**src/pmc_cfg.svh**
```systemverilog
// offsets, field positions and reset values of the pin configuration block
`ifndef PMC_CFG_SVH
`define PMC_CFG_SVH

// register offsets
`define PMC_ADDR_BIDIR_B 8'h0b
`define PMC_ADDR_OUT_CFG 8'h0c
`define PMC_ADDR_IN_CFG 8'h0d
`define PMC_ADDR_VALUE 8'h0e

// reset values
`define PMC_RST_BIDIR_B 8'h00
`define PMC_RST_OUT_CFG 8'h00
`define PMC_RST_IN_CFG 8'h00
`define PMC_RST_VALUE 8'h00

// function and drive fields of the config registers
`define PMC_FUNC_MSB 7
`define PMC_FUNC_LSB 4
`define PMC_DRV_MSB 2
`define PMC_DRV_LSB 0

// input pin enable bit
`define PMC_IN_EN_BIT 1

// value register bit positions
`define PMC_VAL_A_OUT 7
`define PMC_VAL_B_OUT 6
`define PMC_VAL_O_OUT 5
`define PMC_VAL_A_MON 3
`define PMC_VAL_B_MON 2
`define PMC_VAL_I_MON 1

// number of synchronised input pins
`define PMC_SYNC_W 3

`endif

```
**src/pmc_pkg.sv**
```systemverilog
// types shared by the pin configuration block
package pmc_pkg;

  // pin function codes
  typedef enum logic [3:0] {
    PMC_FUNC_OFF = 4'h0,
    PMC_FUNC_GPI = 4'h1,
    PMC_FUNC_GPO = 4'h2,
    PMC_FUNC_IRQ = 4'h3,
    PMC_FUNC_PDM = 4'h4,
    PMC_FUNC_PRI_DOUT = 4'h5,
    PMC_FUNC_PRI_DOUT2 = 4'h6,
    PMC_FUNC_SEC_DOUT = 4'h7,
    PMC_FUNC_SEC_DOUT2 = 4'h8,
    PMC_FUNC_SEC_BCLK = 4'h9,
    PMC_FUNC_SEC_FSYNC = 4'ha,
    PMC_FUNC_GENERAL_CLOCK_OUTPUT = 4'hb,
    PMC_FUNC_MUX_DOUT = 4'hc,
    PMC_FUNC_DAISY = 4'hd,
    PMC_FUNC_RSV14 = 4'he,
    PMC_FUNC_RSV15 = 4'hf
  } pmc_func_e;

  // output drive styles
  typedef enum logic [2:0] {
    PMC_DRV_HIZ = 3'h0,
    PMC_DRV_PUSH_PULL = 3'h1,
    PMC_DRV_LOW_WEAK_HIGH = 3'h2,
    PMC_DRV_OPEN_DRAIN = 3'h3,
    PMC_DRV_WEAK_LOW_HIGH = 3'h4,
    PMC_DRV_HIGH_ONLY = 3'h5,
    PMC_DRV_RSV6 = 3'h6,
    PMC_DRV_RSV7 = 3'h7
  } pmc_drv_e;

  // one pad: output level, enable, weak pull-up and pull-down requests
  typedef struct packed {
    logic o;
    logic oe;
    logic pu;
    logic pd;
  } pmc_pad_t;

  // signals of the routed functions that may leave on a pin
  typedef struct packed {
    logic irq;
    logic pdm_clock_out;
    logic pri_dout;
    logic pri_dout2;
    logic sec_dout;
    logic sec_dout2;
    logic sec_bclk;
    logic sec_fsync;
    logic general_clock_output;
    logic mux_dout;
    logic daisy_out;
  } pmc_src_t;

  // synchronised input levels handed to input functions
  typedef struct packed {
    logic bidir_a;
    logic bidir_b;
    logic input_only;
  } pmc_gpin_t;

endpackage

```
**src/pmc_top.sv**
```systemverilog
// multifunction pin configuration: registers, function muxes and pad control
`timescale 1ns/10ps
`default_nettype none
`include "pmc_cfg.svh"

module pmc_top (
  // clock and reset
  input wire logic clk_in,
  input wire logic rst_in,
  // register port
  input wire logic reg_wr_in,
  input wire logic reg_rd_in,
  input wire logic [7:0] reg_addr_in,
  input wire logic [7:0] reg_wdata_in,
  output logic [7:0] reg_rdata_out,
  // control port mode and data
  input wire logic spi_mode_in,
  input wire logic spi_poci_in,
  // settings held elsewhere
  input wire pmc_pkg::pmc_func_e bidir_a_function_in,
  input wire pmc_pkg::pmc_drv_e bidir_a_drive_style_in,
  input wire logic keeper_en_in,
  // routed function signals
  input wire pmc_pkg::pmc_src_t func_src_in,
  // pins
  input wire logic bidir_a_pad_in,
  input wire logic bidir_b_pad_in,
  input wire logic input_only_pad_in,
  output pmc_pkg::pmc_pad_t bidir_a_pad_out,
  output pmc_pkg::pmc_pad_t bidir_b_pad_out,
  output pmc_pkg::pmc_pad_t output_only_pad_out,
  output logic output_pin_keeper_out,
  // decoded inputs
  output logic chip_select_n_out,
  output pmc_pkg::pmc_gpin_t gp_in_out
);
  import pmc_pkg::*;

  // whole module state
  typedef struct packed {
    pmc_func_e bidir_b_function;
    pmc_drv_e bidir_b_drive_style;
    pmc_func_e output_pin_function;
    pmc_drv_e output_pin_drive_style;
    logic input_pin_enable;
    logic bidir_a_out_level;
    logic bidir_b_out_level;
    logic output_pin_level;
    logic [7:0] rdata;
    pmc_pad_t pad_a;
    pmc_pad_t pad_b;
    pmc_pad_t pad_o;
    logic keeper;
    logic cs_n;
    pmc_gpin_t gpin;
  } pmc_st_t;

  pmc_st_t st_ff;
  pmc_st_t nxt_st;
  logic [`PMC_SYNC_W-1:0] sync_lvl;
  logic [2:0] req_lvl;
  pmc_drv_e req_a;
  pmc_drv_e req_b;
  pmc_drv_e req_o;
  pmc_pad_t drv_a;
  pmc_pad_t drv_b;
  pmc_pad_t drv_o;
  logic mon_a;
  logic mon_b;
  logic mon_i;

  // functions that put serial audio on a pin
  function automatic logic is_audio(input pmc_func_e f);
    is_audio = (f inside {PMC_FUNC_PRI_DOUT, PMC_FUNC_PRI_DOUT2, PMC_FUNC_SEC_DOUT,
                          PMC_FUNC_SEC_DOUT2, PMC_FUNC_SEC_BCLK, PMC_FUNC_SEC_FSYNC,
                          PMC_FUNC_MUX_DOUT, PMC_FUNC_DAISY});
  endfunction

  // level that a function puts on its pin
  function automatic logic fn_level(input pmc_func_e f, input logic gpo, input pmc_src_t s);
    fn_level = 1'b0;
    unique case (f)
      PMC_FUNC_GPO: fn_level = gpo;
      PMC_FUNC_IRQ: fn_level = s.irq;
      PMC_FUNC_PDM: fn_level = s.pdm_clock_out;
      PMC_FUNC_PRI_DOUT: fn_level = s.pri_dout;
      PMC_FUNC_PRI_DOUT2: fn_level = s.pri_dout2;
      PMC_FUNC_SEC_DOUT: fn_level = s.sec_dout;
      PMC_FUNC_SEC_DOUT2: fn_level = s.sec_dout2;
      PMC_FUNC_SEC_BCLK: fn_level = s.sec_bclk;
      PMC_FUNC_SEC_FSYNC: fn_level = s.sec_fsync;
      PMC_FUNC_GENERAL_CLOCK_OUTPUT: fn_level = s.general_clock_output;
      PMC_FUNC_MUX_DOUT: fn_level = s.mux_dout;
      PMC_FUNC_DAISY: fn_level = s.daisy_out;
      PMC_FUNC_OFF, PMC_FUNC_GPI, PMC_FUNC_RSV14, PMC_FUNC_RSV15: fn_level = 1'b0;
    endcase
  endfunction

  // drive style that a function asks for
  function automatic pmc_drv_e fn_style(input pmc_func_e f, input pmc_drv_e d);
    if (f inside {PMC_FUNC_OFF, PMC_FUNC_GPI, PMC_FUNC_RSV14, PMC_FUNC_RSV15})
      fn_style = PMC_DRV_HIZ;
    else if (is_audio(f))
      fn_style = PMC_DRV_PUSH_PULL;
    else
      fn_style = d;
  endfunction

  // input levels into the register clock domain
  pmc_sync #(
    .W(`PMC_SYNC_W)
  ) u_sync (
    .clk_in(clk_in),
    .rst_in(rst_in),
    .d_in({bidir_a_pad_in, bidir_b_pad_in, input_only_pad_in}),
    .q_out(sync_lvl)
  );

  // monitor levels, shown only for pins set as general inputs
  always_comb
  begin
    mon_a = sync_lvl[2] & (bidir_a_function_in == PMC_FUNC_GPI);
    mon_b = sync_lvl[1] & (st_ff.bidir_b_function == PMC_FUNC_GPI);
    mon_i = sync_lvl[0] & st_ff.input_pin_enable & ~spi_mode_in;
  end

  // per-pin level and style requests
  always_comb
  begin
    req_lvl[2] = fn_level(bidir_a_function_in, st_ff.bidir_a_out_level, func_src_in);
    req_lvl[1] = fn_level(st_ff.bidir_b_function, st_ff.bidir_b_out_level, func_src_in);
    req_a = fn_style(bidir_a_function_in, bidir_a_drive_style_in);
    req_b = fn_style(st_ff.bidir_b_function, st_ff.bidir_b_drive_style);
    if (spi_mode_in)
    begin
      req_lvl[0] = spi_poci_in;
      req_o = PMC_DRV_PUSH_PULL;
    end
    else
    begin
      req_lvl[0] = fn_level(st_ff.output_pin_function, st_ff.output_pin_level, func_src_in);
      req_o = (st_ff.output_pin_function == PMC_FUNC_GPI) ? PMC_DRV_HIZ :
              fn_style(st_ff.output_pin_function, st_ff.output_pin_drive_style);
    end
  end

  // pad encoders, one per driving pin
  pmc_drive u_drv_a (
    .lvl_in(req_lvl[2]),
    .style_in(req_a),
    .pad_out(drv_a)
  );

  pmc_drive u_drv_b (
    .lvl_in(req_lvl[1]),
    .style_in(req_b),
    .pad_out(drv_b)
  );

  pmc_drive u_drv_o (
    .lvl_in(req_lvl[0]),
    .style_in(req_o),
    .pad_out(drv_o)
  );

  // register writes, reads and pin outputs
  always_comb
  begin
    nxt_st = st_ff;
    if (reg_wr_in)
    begin
      unique case (reg_addr_in)
        `PMC_ADDR_BIDIR_B:
        begin
          nxt_st.bidir_b_function = pmc_func_e'(reg_wdata_in[`PMC_FUNC_MSB:`PMC_FUNC_LSB]);
          nxt_st.bidir_b_drive_style = pmc_drv_e'(reg_wdata_in[`PMC_DRV_MSB:`PMC_DRV_LSB]);
        end
        `PMC_ADDR_OUT_CFG:
        begin
          nxt_st.output_pin_function = pmc_func_e'(reg_wdata_in[`PMC_FUNC_MSB:`PMC_FUNC_LSB]);
          nxt_st.output_pin_drive_style = pmc_drv_e'(reg_wdata_in[`PMC_DRV_MSB:`PMC_DRV_LSB]);
        end
        `PMC_ADDR_IN_CFG: nxt_st.input_pin_enable = reg_wdata_in[`PMC_IN_EN_BIT];
        `PMC_ADDR_VALUE:
        begin
          nxt_st.bidir_a_out_level = reg_wdata_in[`PMC_VAL_A_OUT];
          nxt_st.bidir_b_out_level = reg_wdata_in[`PMC_VAL_B_OUT];
          nxt_st.output_pin_level = reg_wdata_in[`PMC_VAL_O_OUT];
        end
        default: nxt_st.rdata = st_ff.rdata; // unmapped write is dropped
      endcase
    end
    if (reg_rd_in)
    begin
      nxt_st.rdata = 8'h00;
      unique case (reg_addr_in)
        `PMC_ADDR_BIDIR_B:
        begin
          nxt_st.rdata[`PMC_FUNC_MSB:`PMC_FUNC_LSB] = st_ff.bidir_b_function;
          nxt_st.rdata[`PMC_DRV_MSB:`PMC_DRV_LSB] = st_ff.bidir_b_drive_style;
        end
        `PMC_ADDR_OUT_CFG:
        begin
          nxt_st.rdata[`PMC_FUNC_MSB:`PMC_FUNC_LSB] = st_ff.output_pin_function;
          nxt_st.rdata[`PMC_DRV_MSB:`PMC_DRV_LSB] = st_ff.output_pin_drive_style;
        end
        `PMC_ADDR_IN_CFG: nxt_st.rdata[`PMC_IN_EN_BIT] = st_ff.input_pin_enable;
        `PMC_ADDR_VALUE:
        begin
          nxt_st.rdata[`PMC_VAL_A_OUT] = st_ff.bidir_a_out_level;
          nxt_st.rdata[`PMC_VAL_B_OUT] = st_ff.bidir_b_out_level;
          nxt_st.rdata[`PMC_VAL_O_OUT] = st_ff.output_pin_level;
          nxt_st.rdata[`PMC_VAL_A_MON] = mon_a;
          nxt_st.rdata[`PMC_VAL_B_MON] = mon_b;
          nxt_st.rdata[`PMC_VAL_I_MON] = mon_i;
        end
        default: nxt_st.rdata = 8'h00; // unmapped reads as zero
      endcase
    end
    // pins, registered so every output leaves a flop
    nxt_st.pad_a = drv_a;
    nxt_st.pad_b = drv_b;
    nxt_st.pad_o = drv_o;
    nxt_st.keeper = keeper_en_in & ~spi_mode_in & ~is_audio(st_ff.output_pin_function);
    nxt_st.cs_n = spi_mode_in ? sync_lvl[0] : 1'b1;
    nxt_st.gpin.bidir_a = mon_a;
    nxt_st.gpin.bidir_b = mon_b;
    nxt_st.gpin.input_only = mon_i;
  end

  // state register; all fields clear to the register reset values
  always_ff @(posedge clk_in)
  begin
    if (rst_in)
      st_ff <= '0;
    else
      st_ff <= nxt_st;
  end

  // outputs straight from the state flops
  assign reg_rdata_out = st_ff.rdata;
  assign bidir_a_pad_out = st_ff.pad_a;
  assign bidir_b_pad_out = st_ff.pad_b;
  assign output_only_pad_out = st_ff.pad_o;
  assign output_pin_keeper_out = st_ff.keeper;
  assign chip_select_n_out = st_ff.cs_n;
  assign gp_in_out = st_ff.gpin;

endmodule
`default_nettype wire

```
**src/pmc_sync.sv**
```systemverilog
// two-flop synchroniser for pin levels
`timescale 1ns/10ps
`default_nettype none

module pmc_sync #(
  parameter int W = 1
) (
  // clock and reset
  input wire logic clk_in,
  input wire logic rst_in,
  // levels
  input wire logic [W-1:0] d_in,
  output logic [W-1:0] q_out
);
  import pmc_pkg::*;

  typedef struct packed {
    logic [W-1:0] s1;
    logic [W-1:0] s2;
  } pmc_sync_st_t;

  pmc_sync_st_t st_ff;
  pmc_sync_st_t nxt_st;

  // first stage feeds only the second
  always_comb
  begin
    nxt_st.s1 = d_in;
    nxt_st.s2 = st_ff.s1;
  end

  // state register
  always_ff @(posedge clk_in)
  begin
    if (rst_in)
      st_ff <= '0;
    else
      st_ff <= nxt_st;
  end

  assign q_out = st_ff.s2;

endmodule
`default_nettype wire

```
**src/pmc_drive.sv**
```systemverilog
// turns a level and a drive style into pad controls
`timescale 1ns/10ps
`default_nettype none

module pmc_drive (
  // request
  input wire logic lvl_in,
  input wire pmc_pkg::pmc_drv_e style_in,
  // pad controls
  output pmc_pkg::pmc_pad_t pad_out
);
  import pmc_pkg::*;

  // one case per style; reserved styles leave the pin undriven
  always_comb
  begin
    pad_out = '0;
    unique case (style_in)
      PMC_DRV_HIZ: pad_out = '0;
      PMC_DRV_PUSH_PULL:
      begin
        pad_out.o = lvl_in;
        pad_out.oe = 1'b1;
      end
      PMC_DRV_LOW_WEAK_HIGH:
      begin
        pad_out.oe = ~lvl_in;
        pad_out.pu = lvl_in;
      end
      PMC_DRV_OPEN_DRAIN: pad_out.oe = ~lvl_in;
      PMC_DRV_WEAK_LOW_HIGH:
      begin
        pad_out.o = lvl_in;
        pad_out.oe = lvl_in;
        pad_out.pd = ~lvl_in;
      end
      PMC_DRV_HIGH_ONLY:
      begin
        pad_out.o = lvl_in;
        pad_out.oe = lvl_in;
      end
      PMC_DRV_RSV6, PMC_DRV_RSV7: pad_out = '0;
    endcase
  end

endmodule
`default_nettype wire

```
**config.mk**
```make
export PLATFORM = sky130hd
export DESIGN_NAME = pmc_top
export DESIGN_NICKNAME = d
export VERILOG_FILES = /design/src/pmc_pkg.sv /design/src/pmc_top.sv /design/src/pmc_sync.sv /design/src/pmc_drive.sv
export VERILOG_INCLUDE_DIRS = /design/src
export SDC_FILE = /design/constraint.sdc
export NUM_CORES = 1
export LEC_CHECK = 0
export BUFFER_PORTS_ARGS = -buffer_cell sky130_fd_sc_hd__buf_4
export CORE_ASPECT_RATIO = 0.8
export CORE_UTILIZATION = 45
export CTS_CLUSTER_SIZE = 10
export DETAILED_ROUTE_END_ITERATION = 7
export HOLD_SLACK_MARGIN = 0.12
export PLACE_DENSITY = 0.78
export SKIP_LAST_GASP = 1
export SLEW_MARGIN = 5
export SYNTH_ARGS = -nofsm -noshare
export SYNTH_HDL_FRONTEND = slang
export SYNTH_HIERARCHICAL = 1
export SYNTH_SLANG_ARGS = --single-unit
```
**constraint.sdc**
```tcl
create_clock -name clk_in -period 2.8 [get_ports clk_in]
set_clock_uncertainty 0.1 [all_clocks]
set_input_delay 0.42 -clock clk_in [delete_from_list [all_inputs] [get_ports clk_in]]
set_output_delay 0.42 -clock clk_in [all_outputs]
set_load 0.01 [all_outputs]
```
## Word level (Yosys, flattened, before mapping)

Cells that the tools add are included.

| operators by class | value |
|---|---|
| equal/unequal tests | 70 |
| muxes and demuxes | 23 |
| bitwise operators | 20 |
| reductions and logical operators | 40 |

Operator list:

| kind | number |
|---|---|
| $eq 4x4->1 const B | 24 |
| $eq 4x3->1 const B | 12 |
| $pmux 1 s13 | 3 |
| $eq 3x3->1 const B | 12 |
| $eq 8x4->1 const B | 4 |
| $reduce_or 2->1 | 15 |
| $eq 4x2->1 const B | 6 |
| $mux 3 | 8 |
| $reduce_bool 8->1 | 3 |
| $eq 3x2->1 const B | 6 |
| $reduce_or 3->1 | 6 |
| $pmux 1 s4 | 4 |
| $not 1->1 | 14 |
| $eq 4x1->1 const B | 3 |
| $logic_not 4->1 | 3 |
| $reduce_bool 4->1 | 3 |
| $reduce_or 4->1 | 3 |
| $eq 3x1->1 const B | 3 |
| $logic_not 3->1 | 3 |
| $pmux 3 s3 | 1 |
| $mux 8 | 1 |
| $reduce_and 2->1 | 4 |
| $and 1x1->1 | 6 |
| $pmux 1 s2 | 2 |
| 2 further kinds | 4 |

| word-level totals | value |
|---|---|
| register bits | 49 |
| input port bits | 44 |
| output and inout port bits | 25 |
| word-level logic and storage cells | 181 |

## Longest topological paths before layout

| logic depth | value |
|---|---|
| depth in word-level cells | 10 |
| mapped depth | 9 |
| mapped depth without buffers | 7 |

## Hierarchy

Netlist, hierarchy kept.

Modules (own cells, without submodules):

| module | instances | cells an instance | area an instance (µm²) | seq. area each (µm²) |
|---|---|---|---|---|
| pmc_top | 1 | 290 | 2476.1 | 860.8 |
| pmc_sync | 1 | 12 | 157.7 | 120.1 |
| pmc_drive | 3 | 7 | 43.8 | 0.0 |

## Least setup slack after synthesis

Ideal clock, no wire load.

| timing path | value |
|---|---|
| path type | input to register |
| start | in bidir_a_function_in[1] |
| end | reg st_ff (netlist bit bidir_a_pad_out[0]) |
| library setup time | 0.127 ns |
| arrival | 1.874 ns |
| required time | 2.573 ns |
| slack | 0.699 ns |
| stages on the path | 8 |
| path buffers | 1 |
| path through | clkbuf_1 > or3b_2 > a21oi_1 > a41oi_1 > a31oi_1 > nor2b_1 > nor3b_1 > nor2b_1 |

| between the ends | value |
|---|---|
| elaborated cells between the ends (all ways) | 26 |
| those cells by class | eq/ne: 16; mux: 3; bitwise: 2; reduce/logical: 5 |

RTL lines:

| what | RTL line | text |
|---|---|---|
| start: declaration | pmc_top.sv:20 | `input wire pmc_pkg::pmc_func_e bidir_a_function_in,` |
| $eq 4x1->1, or another cell as far along | pmc_top.sv:82 | `unique case (f)` |
| $reduce_or 4->1 | pmc_top.sv:82 |  |
| $pmux 1 s13 * | pmc_top.sv:82 |  |
| named net req_lvl[2] | pmc_top.sv:61 | `logic [2:0] req_lvl;` |
| $not 1->1 * | pmc_drive.sv:35 | `pad_out.pd = ~lvl_in;` |
| end signal: assignment | pmc_top.sv:237 | `st_ff <= nxt_st;` |
| end: declaration | pmc_top.sv:58 | `pmc_st_t st_ff;` |

Mark *: on every way through the listed nets, which the timed path passes. The rest lies on a longest branch.
A chain may end at the register's enable or synchronous reset.

## Worst setup path after layout

| timing path | value |
|---|---|
| start | reg st_ff[33] in the netlist's numbering |
| end | reg st_ff (netlist bit output_only_pad_out[0]) |

| between the ends | value |
|---|---|
| elaborated cells between the ends (all ways) | 29 |
| those cells by class | eq/ne: 16; mux: 6; bitwise: 2; reduce/logical: 5 |

RTL lines:

| what | RTL line | text |
|---|---|---|
| $eq 4x1->1, or another cell as far along | pmc_top.sv:82 |  |
| $reduce_or 4->1 | pmc_top.sv:82 |  |
| $pmux 1 s13 * | pmc_top.sv:82 |  |
| $mux 1 * | pmc_top.sv:134 | `if (spi_mode_in)` |
| named net req_lvl[0] | pmc_top.sv:61 |  |
| $not 1->1 * | pmc_drive.sv:35 |  |

Marked as above.

==> flow_summary_export.csv <==
group,metric,value,unit
grt,grt_pass1_wl,9515,µm
clock_network,cts-buffers-inserted,5,
worst_setup_path,crit_arrival,2.50,ns
power_and_ir_drop,ir_worst_vdd,331.5,µV
drt,post_drt_wl_per_cell,13.95,µm
timing,fin_crit,2.423,ns
power_and_ir_drop,p_total,1.333,mW
synthesis,async_flop_share,0,
grt,antenna_found_initial,0,
synthesis,ys_ff_latch,49,
timing,worst_slack,0.3769,ns
synthesis,synth_edf_count,0,
drt,ant_nets,0,
placed_design,hpwl,4497,µm
synthesis,synth_nets,367,
drt,dr.pass1.iters,4,
power_and_ir_drop,p_per_area,415.8,nW/µm²
drt,num_vias,2296,
grt,grt_max_degree,47,
power_and_ir_drop,leakagePower,1.367,nW
synthesis,ys.flop_type,"dfxtp_1",
finish,fillers,559,
worst_setup_path,worstPathMaxFanout,14,
clock_network,postCtsSetupBuffers,0,
synthesis,yosys.area.top_type,"dfxtp_1",
timing,hold_ws,0.2198,ns
timing,hold_viol_final,0,
synthesis,synth_area_leaders,"dfxtp_1 (35%), mux2i_1 (9.8%), nor2b_1 (8.1%), buf_4 (6.2%), nor2_1 (3.9%)",
synthesis,yosysWarnings,6,
worst_setup_path,worstSetupEndpointType,"register",
timing,fmax,0.4127,GHz
clock_network,clock_latency,0.31,ns
floorplan,die_h,72.12,µm
finish,syn2layout_area_growth,15.97,%
finish,final_core_util,0.5424,
synthesis,syn_inst,323,
clock_network,cts_tree,"built",
floorplan,std_cell_rows,25,
floorplan,core,5912,µm²
synthesis,yosysMostFrequentCell,"dfxtp_1",
drt,drt-vias-per-instance,5.315,
floorplan,die_w,89.64,µm
grt,overflow,0,
synthesis,synth.avg_cell_area,8.561,µm²
placed_design,port_buffers,67,
timing,finalSetupTns,0,ns
synthesis,netlist-cell-type-count,51,
placed_design,dpl_worst_slack,0.4341,ns
job,drv_cap,0,
synthesis,syn-cell-area,2765,µm²
timing,tightest_slew,0.6745,ns
floorplan,start_util,0.4677,
floorplan,dieArea,6464,µm²
worst_setup_path,crit_type,"reg2reg",
grt,grt_pass1_vias,2000,
run_status,outcome,"complete, no violations",
timing,max_slew_margin,0.5446,
finish,diodes,0,
clock_network,path_clk_slew,0.09,ns
worst_setup_path,worstPathRequired,2.88,ns
floorplan,pin_count,69,
clock_network,clk_path_buf_depth,2,
clock_network,cts.sinks,49,
placed_design,gp_congestion,0.8123,
grt,grt_use_total,0.1916,
synthesis,synth_common_cells,"dfxtp_1 (49), nor2b_1 (36), nor2_1 (29)",
drt,totalWireLength,6026,µm
clock_network,hold_buffers,0,
clock_network,cts_root_buf,"clkbuf_8",
worst_setup_path,worst_setup_path_start_kind,"register",
synthesis,ys_seq_area_frac,0.3548,
finish,finalNetCount,394,
min_path,hp-class,"in2reg",
clock_network,post_cts_resize_count,0,
synthesis,synth.top_cell.area_share,0.3548,
timing,fin_crit_sh,0.8654,
timing,rsz0062_at_grt,"no",
drt,drc,0,
drt,drt-initial-drc-count,121,
finish,drive_above_1_share,0.2336,
clock_network,htree_levels,2,
timing,drv_slew,0,
timing,setup_violations,0,
-- final timing paths --
kind	start	to	slack, ns	cells after the start
hold reg to reg	u_sync/nxt_st[1]	u_sync/q_out[1]	0.34	1
setup reg to reg	st_ff[33]	output_only_pad_out[0]	0.38	7
hold / removal	input_only_pad_in	u_sync/nxt_st[0]	0.22	2
setup / recovery	st_ff[33]	output_only_pad_out[0]	0.38	7
-- critical path: stages, from the launching register on --
cell       delay [ns]
dfxtp_1          0.61
mux2i_1          0.14
mux2_2           0.27
a2bb2oi_1        0.15
o311ai_0         0.59
nor2b_1          0.14
nor3b_1          0.17
nor2b_1          0.14
-- through the flow --
stage,cell area (µm²),std cells
final,3207,432
after global placement,3102,424
after floorplan,2765,323
after detailed placement,3102,424
after CTS,3207,432
after global routing,3207,432
-- report_power, final --
part	switching (mW)	total, mW	internal [mW]
sequential	0.00422	0.712	0.707
combinational	0.0788	0.158	0.0791
clock	0.236	0.464	0.228
total	0.319	1.33	1.01
-- cell type report --
type | instances | area (µm²) | share of cell area
well taps | 81 | 101.3 | 0.03160
flip-flops and latches | 49 | 980.9 | 0.3059
clock inverters | 1 | 8.758 | 0.002731
multi-input cells | 220 | 1490 | 0.4647
repair buffers | 67 | 503.0 | 0.1568
inverters | 7 | 26.28 | 0.008194
clock buffers | 7 | 96.34 | 0.03004
-- per-layer routing --
| layer | track usage | share of wire |
|---|---|---|
| met1 | 0.2813 | 0.51 |
| met3 | 0.03868 | 0.050 |
| met4 | 0.06878 | 0.017 |
| met2 | 0.2761 | 0.42 |
| met5 | 0 | 0 |
-- cells by family (layout without fill, tap and decap cells) --
logic type	count (synthesis)	in the layout	share of synthesized area
compound gates	65	65	0.1615
buf+inv	54	82	0.1063
flops	49	49	0.3548
mux	28	28	0.1018
simple gates	127	127	0.2756
-- sequential cells by signal, indices dropped and copies added (netlist names), 3 cells and up --
| register | count |
|---|---|
| bidir_a_pad_out | 4 |
| u_sync/q_out | 3 |
| bidir_b_pad_out | 4 |
| reg_rdata_out | 8 |
| u_sync/nxt_st | 3 |
| output_only_pad_out | 4 |
| gp_in_out | 3 |
| st_ff | 18 |
-- cells in the final DEF (no fill, tap or decap), types with 2 or more instances in the layout --
master / instances
buf_4: 67
dfxtp_1: 49
nor2b_1: 36
nor2_1: 29
mux2i_1: 27
nand2_1: 11
a21oi_1: 11
nor3b_1: 9
o21ai_0: 8
inv_1: 7
a211oi_1: 7
clkbuf_8: 7
nor3_1: 6
nand3b_1: 6
a22oi_1: 5
and3_1: 5
nand2b_1: 4
o2bb2ai_1: 4
a32oi_1: 4
o21ai_1: 4
o22ai_1: 3
nand3_1: 3
nand4b_1: 3
a31oi_1: 3
and3b_1: 3
a22o_1: 3
o211ai_1: 2
nand4_1: 2
a21boi_0: 2
Note: power is estimated with default switching activity, not from simulation.
